**src/rtl/nfc_pkg.sv**
```systemverilog
package nfc_pkg;

  // Bus timing at 40 MHz
  localparam int CLK_MHZ = 40;
  localparam int PHASE_NS = 150;
  localparam int PH_CYC = (PHASE_NS * CLK_MHZ + 999) / 1000;
  localparam int TWB_NS = 100;
  localparam int WB_CYC = (TWB_NS * CLK_MHZ + 999) / 1000;

  // Page geometry
  localparam logic [11:0] PAGE_BYTES = 12'd2112;
  localparam logic [11:0] MAIN_BYTES = 12'd2048;
  localparam int PAGES_PER_BLOCK = 64;
  localparam int BLOCKS = 1024;
  localparam int PAGE_LSB = 0;
  localparam int BLOCK_LSB = 6;

  // Data buffer
  localparam int FIFO_W = 8;
  localparam int FIFO_DEPTH = 8;

  // Status byte fields
  localparam int ST_READY_BIT = 7;
  localparam int ST_FAIL_BIT = 1;

  // Command codes
  localparam logic [7:0] C_READ = 8'h00;
  localparam logic [7:0] C_READ_GO = 8'h30;
  localparam logic [7:0] C_COPY_GO = 8'h35;
  localparam logic [7:0] C_COL_OUT = 8'h05;
  localparam logic [7:0] C_COL_OUT_GO = 8'hE0;
  localparam logic [7:0] C_PROG = 8'h80;
  localparam logic [7:0] C_PROG_GO = 8'h10;
  localparam logic [7:0] C_COL_IN = 8'h85;
  localparam logic [7:0] C_ERASE = 8'h60;
  localparam logic [7:0] C_ERASE_GO = 8'hD0;
  localparam logic [7:0] C_ID = 8'h90;
  localparam logic [7:0] C_STATUS = 8'h70;
  localparam logic [7:0] C_ECC_ST = 8'h7A;
  localparam logic [7:0] C_RESET = 8'hFF;
  localparam logic [7:0] C_NONE = 8'h00;

  typedef enum logic [3:0] {
    OP_READ, OP_COPY_READ, OP_COL_OUT, OP_PROG, OP_COPY_PROG,
    OP_ERASE, OP_STATUS, OP_ECC_STATUS, OP_ID, OP_RESET
  } nfc_op_type;

  // User request
  typedef struct packed {
    nfc_op_type op;
    logic [15:0] row;
    logic [11:0] col;
    logic [11:0] len;
  } nfc_cmd_type;

  // Flash pins driven by the host
  typedef struct packed {
    logic command_latch_strobe;
    logic address_latch_strobe;
    logic chip_select_n;
    logic write_strobe_n;
    logic output_strobe_n;
    logic write_protect_n;
    logic [7:0] io_bus;
    logic io_bus_oe;
  } nfc_pins_type;

  // Shape of one operation
  typedef struct packed {
    logic [7:0] c1;
    logic [7:0] c2;
    logic has_c2;
    logic [2:0] abase;
    logic [2:0] an;
    logic wr;
    logic rd;
    logic busy;
    logic stat;
    logic prot;
    logic busy_ok;
  } nfc_desc_type;

  function automatic nfc_desc_type nfc_desc(input nfc_op_type op);
    nfc_desc_type d;
    d = '{C_NONE, C_NONE, 1'b0, 3'd0, 3'd0, 1'b0, 1'b0, 1'b0, 1'b0, 1'b0, 1'b0};
    case (op)
      OP_READ: d = '{C_READ, C_READ_GO, 1'b1, 3'd0, 3'd4, 1'b0, 1'b1, 1'b1, 1'b0, 1'b0, 1'b0};
      OP_COPY_READ: d = '{C_READ, C_COPY_GO, 1'b1, 3'd0, 3'd4, 1'b0, 1'b0, 1'b1, 1'b0, 1'b0, 1'b0};
      OP_COL_OUT: d = '{C_COL_OUT, C_COL_OUT_GO, 1'b1, 3'd0, 3'd2, 1'b0, 1'b1, 1'b0, 1'b0, 1'b0, 1'b0};
      OP_PROG: d = '{C_PROG, C_PROG_GO, 1'b1, 3'd0, 3'd4, 1'b1, 1'b0, 1'b1, 1'b1, 1'b1, 1'b0};
      OP_COPY_PROG: d = '{C_COL_IN, C_PROG_GO, 1'b1, 3'd0, 3'd4, 1'b1, 1'b0, 1'b1, 1'b1, 1'b1, 1'b0};
      OP_ERASE: d = '{C_ERASE, C_ERASE_GO, 1'b1, 3'd2, 3'd2, 1'b0, 1'b0, 1'b1, 1'b1, 1'b1, 1'b0};
      OP_STATUS: d = '{C_STATUS, C_NONE, 1'b0, 3'd0, 3'd0, 1'b0, 1'b1, 1'b0, 1'b0, 1'b0, 1'b1};
      OP_ECC_STATUS: d = '{C_ECC_ST, C_NONE, 1'b0, 3'd0, 3'd0, 1'b0, 1'b1, 1'b0, 1'b0, 1'b0, 1'b0};
      OP_ID: d = '{C_ID, C_NONE, 1'b0, 3'd4, 3'd1, 1'b0, 1'b1, 1'b0, 1'b0, 1'b0, 1'b0};
      OP_RESET: d = '{C_RESET, C_NONE, 1'b0, 3'd0, 3'd0, 1'b0, 1'b0, 1'b1, 1'b0, 1'b0, 1'b1};
      default: d = '{C_NONE, C_NONE, 1'b0, 3'd0, 3'd0, 1'b0, 1'b0, 1'b0, 1'b0, 1'b0, 1'b0};
    endcase
    return d;
  endfunction : nfc_desc

endpackage : nfc_pkg

```
**src/rtl/nfc_host.sv**
```systemverilog
// What this block does
// - Commands go out with command latch high, latched at write strobe rise.
// - Address bytes go out with address latch high, latched at write strobe rise.
// - Full address is four cycles: col low, col high nibble, row low, row high.
// - Bus decode: command, address, or data input with write protect high.
// - While read busy with select low, both strobes held high.
// - Page read 00-addr-30; copy read 00-addr-35.
// - Output column change 05-column-E0.
// - Program 80-addr-data-10; 85 column change or copy-back, confirmed 10.
// - Erase 60, two row cycles, D0.
// - ID read 90 and ECC status 7A take no confirm code.
module nfc_host (
  // Clock and reset
  input wire logic clk_i,
  input wire logic nrst_i,
  // User request
  input wire nfc_pkg::nfc_cmd_type cmd_i,
  input wire logic cmd_valid_i,
  output logic cmd_ready_o,
  input wire logic protect_i,
  // Program data in
  input wire logic [7:0] wr_data_i,
  input wire logic wr_valid_i,
  output logic wr_ready_o,
  // Read data and completion
  output logic [7:0] rd_data_o,
  output logic rd_valid_o,
  output logic done_o,
  output logic fail_o,
  output logic [7:0] status_o,
  output logic busy_o,
  // Flash pins
  output nfc_pkg::nfc_pins_type pins_o,
  input wire logic [7:0] io_bus_i,
  input wire logic ready_busy_n_i
);
  import nfc_pkg::*;

  typedef enum logic [3:0] {
    S_IDLE, S_CMD1, S_ADDR, S_WWAIT, S_WDATA, S_CMD2, S_WB, S_RDY, S_STCMD, S_RDATA, S_DONE
  } nfc_state_type;

  nfc_state_type state, next_state;
  logic ph, next_ph;
  logic [11:0] idx, next_idx;
  nfc_cmd_type cmd, next_cmd;
  logic [7:0] wbyte, next_wbyte;
  logic [7:0] rd_data, next_rd_data;
  logic rd_valid, next_rd_valid;
  logic fail, next_fail;
  logic [7:0] status, next_status;
  logic [7:0] wcnt, next_wcnt;
  logic st_rd, next_st_rd;
  logic [7:0] div;
  logic [8:0] sync_q;
  logic done;
  logic pop;
  logic tick;
  logic byte_cyc;
  logic wr_cyc;
  logic rb_ready;
  logic [7:0] io_sync;
  logic [7:0] fifo_data;
  logic fifo_valid;
  logic [2:0] asel;
  logic [7:0] abyte;
  logic [7:0] io_next;
  logic [11:0] rd_last;
  logic bad_req;
  nfc_desc_type d;
  nfc_desc_type din;
  nfc_state_type after_c1, after_addr, after_w, after_c2, after_rdy;
  nfc_pins_type pins_next;

  // Pin inputs cross into the clock domain before use
  // Ready reads as busy for two cycles after reset; that only delays the first request
  nfc_sync #(.W(9)) u_sync (
    .clk_i(clk_i),
    .nrst_i(nrst_i),
    .async_i({ready_busy_n_i, io_bus_i}),
    .sync_o(sync_q)
  );
  assign rb_ready = sync_q[8];
  assign io_sync = sync_q[7:0];

  // Program data buffer; drain stalls while the strobe cycle is not ready
  nfc_fifo #(.W(FIFO_W), .DEPTH(FIFO_DEPTH)) u_fifo (
    .clk_i(clk_i),
    .nrst_i(nrst_i),
    .in_data_i(wr_data_i),
    .in_valid_i(wr_valid_i),
    .in_ready_o(wr_ready_o),
    .out_data_o(fifo_data),
    .out_valid_o(fifo_valid),
    .out_ready_i(pop)
  );

  // Operation shape of the held and the offered request
  assign d = nfc_desc(cmd.op);
  assign din = nfc_desc(cmd_i.op);
  assign bad_req = (din.prot && protect_i) || (din.abase == 3'd0 && din.an != 3'd0 && cmd_i.col >= PAGE_BYTES);
  assign cmd_ready_o = (state == S_IDLE) && (rb_ready || din.busy_ok);

  // Phase divider runs only across strobe cycles
  assign byte_cyc = (state == S_CMD1) || (state == S_ADDR) || (state == S_WDATA) || (state == S_CMD2)
    || (state == S_STCMD) || (state == S_RDATA);
  assign wr_cyc = byte_cyc && (state != S_RDATA);
  assign tick = byte_cyc && (div == 8'(PH_CYC - 1));

  // Address byte order: col low, col high nibble, row low, row high
  assign asel = d.abase + idx[2:0];
  assign abyte = (asel == 3'd0) ? cmd.col[7:0] :
    (asel == 3'd1) ? {4'h0, cmd.col[11:8]} :
    (asel == 3'd2) ? cmd.row[7:0] :
    (asel == 3'd3) ? cmd.row[15:8] : 8'h00;
  assign io_next = (state == S_CMD1) ? d.c1 :
    (state == S_CMD2) ? d.c2 :
    (state == S_STCMD) ? C_STATUS :
    (state == S_ADDR) ? abyte : wbyte;

  // Next stage after each part of an operation
  assign after_w = d.has_c2 ? S_CMD2 : S_WB;
  assign after_addr = d.wr ? ((cmd.len != 12'd0) ? S_WWAIT : after_w) : after_w;
  assign after_c1 = (d.an != 3'd0) ? S_ADDR : (d.rd ? S_RDATA : (d.busy ? S_WB : S_DONE));
  assign after_c2 = S_WB;
  assign after_rdy = d.stat ? S_STCMD : ((d.rd && cmd.len != 12'd0) ? S_RDATA : S_DONE);
  assign rd_last = st_rd ? 12'd1 : cmd.len;

  // Sequencer
  always_comb begin
    next_state = state;
    next_ph = ph;
    next_idx = idx;
    next_cmd = cmd;
    next_wbyte = wbyte;
    next_rd_data = rd_data;
    next_rd_valid = 1'b0;
    next_fail = fail;
    next_status = status;
    next_wcnt = wcnt;
    next_st_rd = st_rd;
    pop = 1'b0;
    case (state)
      S_IDLE: begin
        if (cmd_valid_i && cmd_ready_o) begin
          next_cmd = cmd_i;
          next_fail = 1'b0;
          next_st_rd = 1'b0;
          next_idx = 12'd0;
          next_ph = 1'b0;
          next_state = bad_req ? S_DONE : S_CMD1;
          if (bad_req) next_fail = 1'b1;
        end
      end
      S_WWAIT: begin
        // Empty buffer holds the strobe high rather than send stale data
        if (fifo_valid) begin
          pop = 1'b1;
          next_wbyte = fifo_data;
          next_state = S_WDATA;
        end
      end
      S_WB: begin
        next_wcnt = wcnt + 8'd1;
        if (wcnt == 8'(WB_CYC - 1)) begin
          next_wcnt = 8'd0;
          next_state = S_RDY;
        end
      end
      S_RDY: begin
        if (rb_ready) next_state = after_rdy;
      end
      S_DONE: next_state = S_IDLE;
      default: begin
        if (tick && !ph) begin
          next_ph = 1'b1;
          if (state == S_RDATA) begin
            // Sample late in the low phase, after the sync delay
            if (st_rd) begin
              next_status = io_sync;
              next_fail = io_sync[ST_FAIL_BIT];
            end else begin
              next_rd_data = io_sync;
              next_rd_valid = 1'b1;
            end
          end
        end else if (tick) begin
          next_ph = 1'b0;
          next_idx = 12'd0;
          case (state)
            S_CMD1: next_state = after_c1;
            S_ADDR: begin
              next_idx = idx + 12'd1;
              if (idx[2:0] == d.an - 3'd1) begin
                next_idx = 12'd0;
                next_state = after_addr;
              end
            end
            S_WDATA: begin
              next_idx = idx + 12'd1;
              next_state = S_WWAIT;
              if (idx == cmd.len - 12'd1) begin
                next_idx = 12'd0;
                next_state = after_w;
              end
            end
            S_CMD2: next_state = after_c2;
            S_STCMD: begin
              next_st_rd = 1'b1;
              next_state = S_RDATA;
            end
            S_RDATA: begin
              next_idx = idx + 12'd1;
              if (idx == rd_last - 12'd1) begin
                next_idx = 12'd0;
                next_state = S_DONE;
              end
            end
            default: next_state = S_IDLE;
          endcase
        end
      end
    endcase
  end

  // Pin values, registered so every pin moves on the same edge
  assign pins_next.command_latch_strobe = (state == S_CMD1) || (state == S_CMD2) || (state == S_STCMD);
  assign pins_next.address_latch_strobe = (state == S_ADDR);
  assign pins_next.chip_select_n = (state == S_IDLE) || (state == S_DONE);
  assign pins_next.write_strobe_n = !(wr_cyc && !ph);
  assign pins_next.output_strobe_n = !((state == S_RDATA) && !ph);
  assign pins_next.write_protect_n = !protect_i;
  assign pins_next.io_bus = io_next;
  assign pins_next.io_bus_oe = wr_cyc;

  // Phase divider
  always_ff @(posedge clk_i or negedge nrst_i) begin
    if (!nrst_i) div <= 8'h00;
    else div <= (!byte_cyc || tick) ? 8'h00 : div + 8'h01;
  end

  // State and data registers
  always_ff @(posedge clk_i or negedge nrst_i) begin
    if (!nrst_i) begin
      state <= S_IDLE;
      ph <= 1'b0;
      idx <= 12'h000;
      cmd <= '0;
      wbyte <= 8'h00;
      rd_data <= 8'h00;
      rd_valid <= 1'b0;
      fail <= 1'b0;
      status <= 8'h00;
      wcnt <= 8'h00;
      st_rd <= 1'b0;
      done <= 1'b0;
    end else begin
      state <= next_state;
      ph <= next_ph;
      idx <= next_idx;
      cmd <= next_cmd;
      wbyte <= next_wbyte;
      rd_data <= next_rd_data;
      rd_valid <= next_rd_valid;
      fail <= next_fail;
      status <= next_status;
      wcnt <= next_wcnt;
      st_rd <= next_st_rd;
      done <= (state == S_DONE);
    end
  end

  // Pins: idle with select high, strobes high, bus released
  always_ff @(posedge clk_i or negedge nrst_i) begin
    if (!nrst_i) pins_o <= '{1'b0, 1'b0, 1'b1, 1'b1, 1'b1, 1'b0, 8'h00, 1'b0};
    else pins_o <= pins_next;
  end

  // User outputs
  assign rd_data_o = rd_data;
  assign rd_valid_o = rd_valid;
  assign done_o = done;
  assign fail_o = fail;
  assign status_o = status;
  assign busy_o = (state != S_IDLE);

endmodule : nfc_host

```
**src/rtl/nfc_fifo.sv**
```systemverilog
module nfc_fifo #(
  parameter int W = 8,
  parameter int DEPTH = 8
) (
  // Clock and reset
  input wire logic clk_i,
  input wire logic nrst_i,
  // Fill side
  input wire logic [W-1:0] in_data_i,
  input wire logic in_valid_i,
  output logic in_ready_o,
  // Drain side
  output logic [W-1:0] out_data_o,
  output logic out_valid_o,
  input wire logic out_ready_i
);
  localparam int AW = $clog2(DEPTH);

  logic [W-1:0] mem [DEPTH];
  logic [AW-1:0] wptr;
  logic [AW-1:0] rptr;
  logic [AW:0] count;
  logic push;
  logic pop;

  // Full and empty straight from the fill count
  assign in_ready_o = (count != (AW + 1)'(DEPTH));
  assign out_valid_o = (count != '0);
  assign out_data_o = mem[rptr];
  assign push = in_valid_i && in_ready_o;
  assign pop = out_valid_o && out_ready_i;

  // Storage, no reset needed on data
  always_ff @(posedge clk_i) begin
    if (push) mem[wptr] <= in_data_i;
  end

  // Pointers wrap at the depth, which need not be a power of two
  always_ff @(posedge clk_i or negedge nrst_i) begin
    if (!nrst_i) begin
      wptr <= '0;
      rptr <= '0;
      count <= '0;
    end else begin
      if (push) wptr <= (wptr == AW'(DEPTH - 1)) ? '0 : wptr + 1'b1;
      if (pop) rptr <= (rptr == AW'(DEPTH - 1)) ? '0 : rptr + 1'b1;
      count <= count + (AW + 1)'(push) - (AW + 1)'(pop);
    end
  end

endmodule : nfc_fifo

```
**src/rtl/nfc_sync.sv**
```systemverilog
module nfc_sync #(
  parameter int W = 1
) (
  // Clock and reset
  input wire logic clk_i,
  input wire logic nrst_i,
  // Asynchronous in, synchronised out
  input wire logic [W-1:0] async_i,
  output logic [W-1:0] sync_o
);
  logic [W-1:0] meta;

  // Two flops per bit; the first feeds only the second
  for (genvar b = 0; b < W; b++) begin : g_bit
    always_ff @(posedge clk_i or negedge nrst_i) begin
      if (!nrst_i) begin
        meta[b] <= 1'b0;
        sync_o[b] <= 1'b0;
      end else begin
        meta[b] <= async_i[b];
        sync_o[b] <= meta[b];
      end
    end
  end

endmodule : nfc_sync

```
**config.mk**
```make
export PLATFORM = sky130hd
export DESIGN_NAME = nfc_host
export DESIGN_NICKNAME = d
export VERILOG_FILES = /design/src/rtl/nfc_pkg.sv /design/src/rtl/nfc_host.sv /design/src/rtl/nfc_fifo.sv /design/src/rtl/nfc_sync.sv
export SDC_FILE = /design/constraint.sdc
export NUM_CORES = 1
export LEC_CHECK = 0
export BUFFER_PORTS_ARGS = -buffer_cell sky130_fd_sc_hd__buf_4
export CORE_ASPECT_RATIO = 0.7
export CORE_UTILIZATION = 39
export DETAILED_ROUTE_END_ITERATION = 12
export PLACE_DENSITY = 0.62
export SYNTH_ARGS = -nofsm -noshare
export SYNTH_HDL_FRONTEND = slang
export SYNTH_SLANG_ARGS = --single-unit
```
**constraint.sdc**
```tcl
create_clock -name clk_i -period 2.9 [get_ports clk_i]
set_input_delay 0.29 -clock clk_i [delete_from_list [all_inputs] [get_ports clk_i]]
set_output_delay 0.29 -clock clk_i [all_outputs]
set_load 0.005 [all_outputs]
```
==> impl_metrics.yaml, run 1 <==
clock_tree:
  clock_latency_ns: 0.53
  clkTransAtPathRegs_ns: 0.07
  cts_buffers: 22
  cts_tree: "done"
  cts.sinks: 212
  post_cts_buffers: 0
  h-tree-depth: 1
  cts_max_path_buffers: 3
  clock-root-buffer: "clkbuf_16"
power_and_ir_drop:
  p_int_w: 0.00534
  power_frac_comb: 0.112
  total_power_w: 0.00705
  p_seq_frac: 0.483
  powerDensity_nw_per_um2: 535
  p_switching_w: 0.00170
  clkPwrFrac: 0.406
  ir_drop_v: 0.000389
  p_leak_nw: 5.73
  p_sw_frac: 0.242
yosys:
  avgSynthCellArea_sq_um: 11.9
  yosysWarnings: 0
  synth_top_area_frac: 0.345
  synth.top_cells.by_area: "dfrtp_1 34%, edfxtp_1 18%, mux2_2 8.0%"
  synth_flop_cell: "dfrtp_1"
  ys_async_sr_fraction: 0.698
  ys_seq_area_frac: 0.535
  synth_area_sq_um: 10500
  synth_edf_count: 64
  synth_nets: 968
  synth_largest_area_cell: "dfrtp_1"
  synth_cell_types: 83
  syn_inst: 883
  synth_seq_cells: 212
sta:
  hold_violations: 0
  tightest_slew_ns: 0.897
  min_period_ns: 2.65
  setup_viol: 0
  fin_worst_skew_ns: 0.0284
  maxSlewHeadroom: 0.398
  timing.setup.tns_ns: 0
  period_share: 0.912
  rsz0062_at_grt: "no"
  fmax_mhz: 378
  drv_slew: 0
setup_path:
  crit_type: "reg -> reg"
  endpoint_kind: "flop"
  cp-start-kind: "flop"
  required_ns: 3.33
  critPathMaxFanout: 12
  arrival_ns: 3.08
floorplanning:
  die_area_sq_um: 27700
  coreArea_sq_um: 26100
  rows: 49
  num_io_pins: 103
  die_w_microns: 198
  start_util: 0.403
  die_y_microns: 139
hold_path:
  hp-class: "in -> reg"
global_routing:
  grt_pass1_vias: 7224
  grt_first_pass_wirelength_microns: 40600
  grt_antenna_before_repair: 0
  overflow: 0
  grt_max_degree: 58
  grtUsageTotal: 0.187
layout:
  register_area_sq_um: 5630
  layout_commonest_cell: "dfrtp_1"
  final_nets: 1144
  stdcell_count: 1432
  drive_above_1_share: 0.283
  mostFrequentLayoutCells: "144 x dfrtp_1, 141 x buf_4, 76 x nand2_1"
  fillers: 2300
  area_growth_pct: 25.1
  n_antenna_cell: 0
  multi_input_area_sq_um: 4580
detailed_routing:
  routed_wirelength_microns: 25600
  dr.pass1.iters: 5
  num_vias: 7550
  drc: 0
  ant_nets: 0
  vias_per_cell: 5.27
  drt_iter0_markers: 651
  wl_per_cell_microns: 17.9
job:
  drv_cap: 0
placement:
  numPortBuffers: 102
  placed_cells: 1337
  hpwlAfterDp_microns: 17900
  place_congestion: 0.877
status:
  status: "complete, no violations"
-- metal layers --
layer,vias to the layer above,part of all wire,global-route usage
li1,3606,-,-
met1,3639,0.52,0.305
met2,269,0.39,0.248
met3,36,0.075,0.0368
met4,0,0.020,0.0470
met5,-,0,0
-- power by group through the flow --
stage | logic [W] | clock network [W] | registers, W
after floorplan | 0.000433 | 0 | 0.00342
after global placement | 0.000720 | 0 | 0.00345
after detailed placement | 0.000735 | 0 | 0.00345
after CTS | 0.000797 | 0.00293 | 0.00340
after global routing | 0.000887 | 0.00304 | 0.00342
final | 0.000787 | 0.00286 | 0.00340
-- metrics by stage --
stage / setup slack, ns / hold WS (ns) / utilization / instance area [sq um]
2_1_floorplan: 0.0123 / -0.00559 / - / 10500
3_3_place_gp: 0.308 / 0.306 / 0.455 / 11900
3_5_place_dp: 0.260 / 0.306 / 0.455 / 11900
4_1_cts: 0.224 / 0.000167 / 0.504 / 13200
5_1_grt: 0.0218 / 0.0123 / 0.504 / 13200
6_report: 0.254 / 0.0156 / 0.504 / 13200
-- synth_stat cells, drive strengths merged, types with 8 or more instances --
cell / instances
dfrtp: 145
nand2: 76
mux2: 75
edfxtp: 64
nor2: 60
a21oi: 37
o21ai: 35
clkbuf: 26
inv: 26
xnor2: 24
xor2: 24
nor3: 23
buf: 22
mux4: 20
ha: 18
mux2i: 17
nand2b: 16
nand3: 16
and3: 12
a211oi: 10
nand4: 9
nor2b: 9
a31oi: 8
or3: 8
-- worst max-delay path: stages, from the launching register on --
cell,delay [ns]
dfrtp_1,0.48
or4_4,0.56
nor3_1,0.29
mux2_2,0.37
a311o_2,0.38
nand2_1,0.10
nor3b_2,0.05
buf_4,0.18
a21oi_1,0.14
-- cells by family (layout without fill, tap and decap cells) --
family / count (synthesis) / count (layout) / share of synthesized area
muxes: 112 / 112 / 0.139
and+or+nand+nor: 267 / 267 / 0.133
buffers and inverters: 76 / 268 / 0.0307
xor gates and xnor gates: 48 / 48 / 0.0399
AOI/OAI and AO/OA: 148 / 148 / 0.0986
adders and majority gates: 20 / 20 / 0.0242
DFF: 212 / 212 / 0.535
-- timing repair --
item	CTS	global route
setup endpoints to repair	0	6
endpoints found under the hold margin	150	0
gates resized for setup	0	1
hold buffers	55	0
-- final timing paths --
check	startpoint	endpoint	slack, ns	cells past startpoint
max	cmd[6]	idx[6]	0.25	8
min	cmd_i[20]	cmd[20]	0.02	2
max reg2reg	cmd[6]	idx[6]	0.25	8
min reg2reg	u_sync.meta[5]	u_sync.sync_o[5]	0.34	0
max in group asynchronous	nrst_i	cmd[0]	1.92	3
min in group asynchronous	nrst_i	div[4]	0.33	2
-- state kept, by name, summed over array words and instances (netlist names) --
signal         count
cmd               44
div                8
done_o             1
fail_o             1
idx               12
ph                 1
pins_o            15
rd_data_o          8
rd_valid_o         1
st_rd              1
state              4
status_o           8
u_fifo.count       4
u_fifo.mem        64
u_fifo.rptr        3
u_fifo.wptr        3
u_sync.meta        9
u_sync.sync_o      9
wbyte              8
wcnt               8
-- area by class of cell --
class	count	area share
flip-flops and latches	212	0.427
multi-input cells	595	0.348
repair buffers	200	0.128
clock buffers	30	0.0464
well taps	357	0.0339
clock inverters	10	0.00902
inverters	28	0.00798
Note: power is estimated with default switching activity, not from simulation.
==> run 2, diff against run 1 <==
REMOVE_ABC_BUFFERS = 1   (was unset)
==> impl_metrics.yaml, run 2 (same netlist as run 1, synthesis figures left out) <==
status:
  status: "complete, no violations"
job:
  drv_cap: 0
layout:
  layout_commonest_cell: "dfrtp_1"
  final_nets: 1143
  finalInstanceArea_sq_um: 13200
  area_growth_pct: 25.3
  drive_above_1_share: 0.287
  register_area_sq_um: 5630
  multi_input_area_sq_um: 4590
  mostFrequentLayoutCells: "145 x dfrtp_1, 142 x buf_4, 76 x nand2_1"
  reg_top3: "u_fifo.mem x64, cmd x44, pins_o x15"
  largest_register_ffs: 64
  top_register: "u_fifo.mem"
  final_util: 0.505
  fillers: 2351
  n_antenna_cell: 0
sta:
  whs_ns: 0.0128
  fin_ws_ns: 0.218
  min_period_ns: 2.68
  fin_worst_skew_ns: 0.0220
  drv_slew: 0
  period_share: 0.925
  maxSlewHeadroom: 0.464
  setup_viol: 0
  tightest_slew_ns: 0.804
  rsz0062_at_grt: "no"
  hold_violations: 0
  fmax_mhz: 373
power_and_ir_drop:
  clkPwrFrac: 0.418
  powerDensity_nw_per_um2: 545
  p_switching_w: 0.00172
  p_sw_frac: 0.240
  p_leak_nw: 5.74
  total_power_w: 0.00719
  power_frac_comb: 0.110
  p_seq_frac: 0.472
  ir_drop_v: 0.000407
  p_int_w: 0.00547
floorplanning:
  start_util: 0.403
  die_y_microns: 139
  coreArea_sq_um: 26100
  die_w_microns: 198
  num_io_pins: 103
  rows: 49
  die_area_sq_um: 27700
global_routing:
  grt_max_degree: 81
  grt_pass1_vias: 7260
  grtUsageTotal: 0.188
  overflow: 0
  grt_antenna_before_repair: 0
  grt_first_pass_wirelength_microns: 40800
detailed_routing:
  wl_per_cell_microns: 17.7
  drt_iter0_markers: 473
  num_vias: 7500
  routed_wirelength_microns: 25300
  ant_nets: 0
  met1Wirelength_microns: 12800
  met2WireLength_microns: 10200
  dr.pass1.iters: 5
  drc: 0
  met3RoutedLength_microns: 1840
  top_layer: "met4"
  vias_per_cell: 5.24
clock_tree:
  cts.sinks: 212
  cts_max_path_buffers: 3
  h-tree-depth: 1
  cts_buffers: 23
  clock-root-buffer: "clkbuf_16"
  clkTransAtPathRegs_ns: 0.06
  clock_latency_ns: 0.53
  cts_tree: "done"
setup_path:
  path_buf_inv: 2
  crit_type: "reg -> reg"
  cp_cell_sequence: "inv_1, ha_1, or3b_2, o21ai_1, nand2_1, nor4_2, nand4_1, buf_4, or4_1, nand3_1"
  critPathSlowestCell: "or3b_2"
  required_ns: 3.35
  arrival_ns: 3.13
  cp-start-kind: "flop"
  critPathMaxStageDelay_ns: 0.51
  critPathMaxFanout: 9
  crit_family: "simple AND/OR/NAND/NOR gates"
  endpoint_kind: "flop"
placement:
  numPortBuffers: 102
  dpl_cell_area_sq_um: 11900
  preCtsSetupSlack_ns: 0.170
  hpwlAfterDp_microns: 17800
  place_congestion: 0.878
hold_path:
  hp-class: "in -> reg"
## run 2: changes by cell type in the layout (fill, tap and decap cells not counted), moves of 2 or more
| cell | delta |
|---|---|
| clkinv_4 | -2 |
| clkinv_1 | -2 |
| clkinv_2 | +3 |
| dlygate4sd3_1 | -2 |
## run 2: cell type report
cell class,instances,share of cell area
Sequential cell,212,0.427
Timing Repair Buffer,198,0.125
Multi-Input combinational cell,595,0.348
Clock buffer,29,0.0469
Tap cell,357,0.0339
Inverter,28,0.00797
Clock inverter,12,0.0120
## run 2: worst paths after layout
kind	to	from	slack, ns	cells after the start
min in group asynchronous	idx[10]	nrst_i	0.38	2
min	cmd[7]	cmd_i[7]	0.01	2
max	state[2]	cmd[0]	0.22	10
min reg2reg	u_sync.sync_o[4]	u_sync.meta[4]	0.35	0
max in group asynchronous	u_fifo.count[0]	nrst_i	1.70	3
max reg2reg	state[2]	cmd[0]	0.22	10
## run 2: metrics by stage
step	cells	TNS, ns
after floorplan	835	-1.77
after global placement	1336	0
after detailed placement	1336	0
after CTS	1430	0
after global routing	1431	0
final	1431	0
## run 2: worst register-to-register path: cells and delay by family (launching register included)
family          cells  cell delay [ns]
fa+ha+maj           1             0.26
compound gates      1             0.13
simple gates        6             1.45
buf+inv             2             0.27
flops               1             0.48
## run 2: power by group through the flow
stage | clock network [W] | registers [W] | logic, W
finish | 0.00301 | 0.00340 | 0.000789
global route | 0.00321 | 0.00342 | 0.000889
CTS | 0.00309 | 0.00340 | 0.000802
detailed placement | 0 | 0.00345 | 0.000739
global placement | 0 | 0.00345 | 0.000723
floorplan | 0 | 0.00343 | 0.000421
## run 2: timing repair
item / in CTS / in global routing
endpoints found under the setup margin: 0 / 12
buffers inserted: 0 / 1
resized for setup: 0 / 1
hold buffers: 53 / 0
endpoints found under the hold margin: 182 / 0
## run 2: routing by layer
metal / vias up / GRT usage
li1: 3600 / -
met1: 3627 / 0.301
met2: 239 / 0.259
met3: 34 / 0.0364
met4: 0 / 0.0364
met5: - / 0
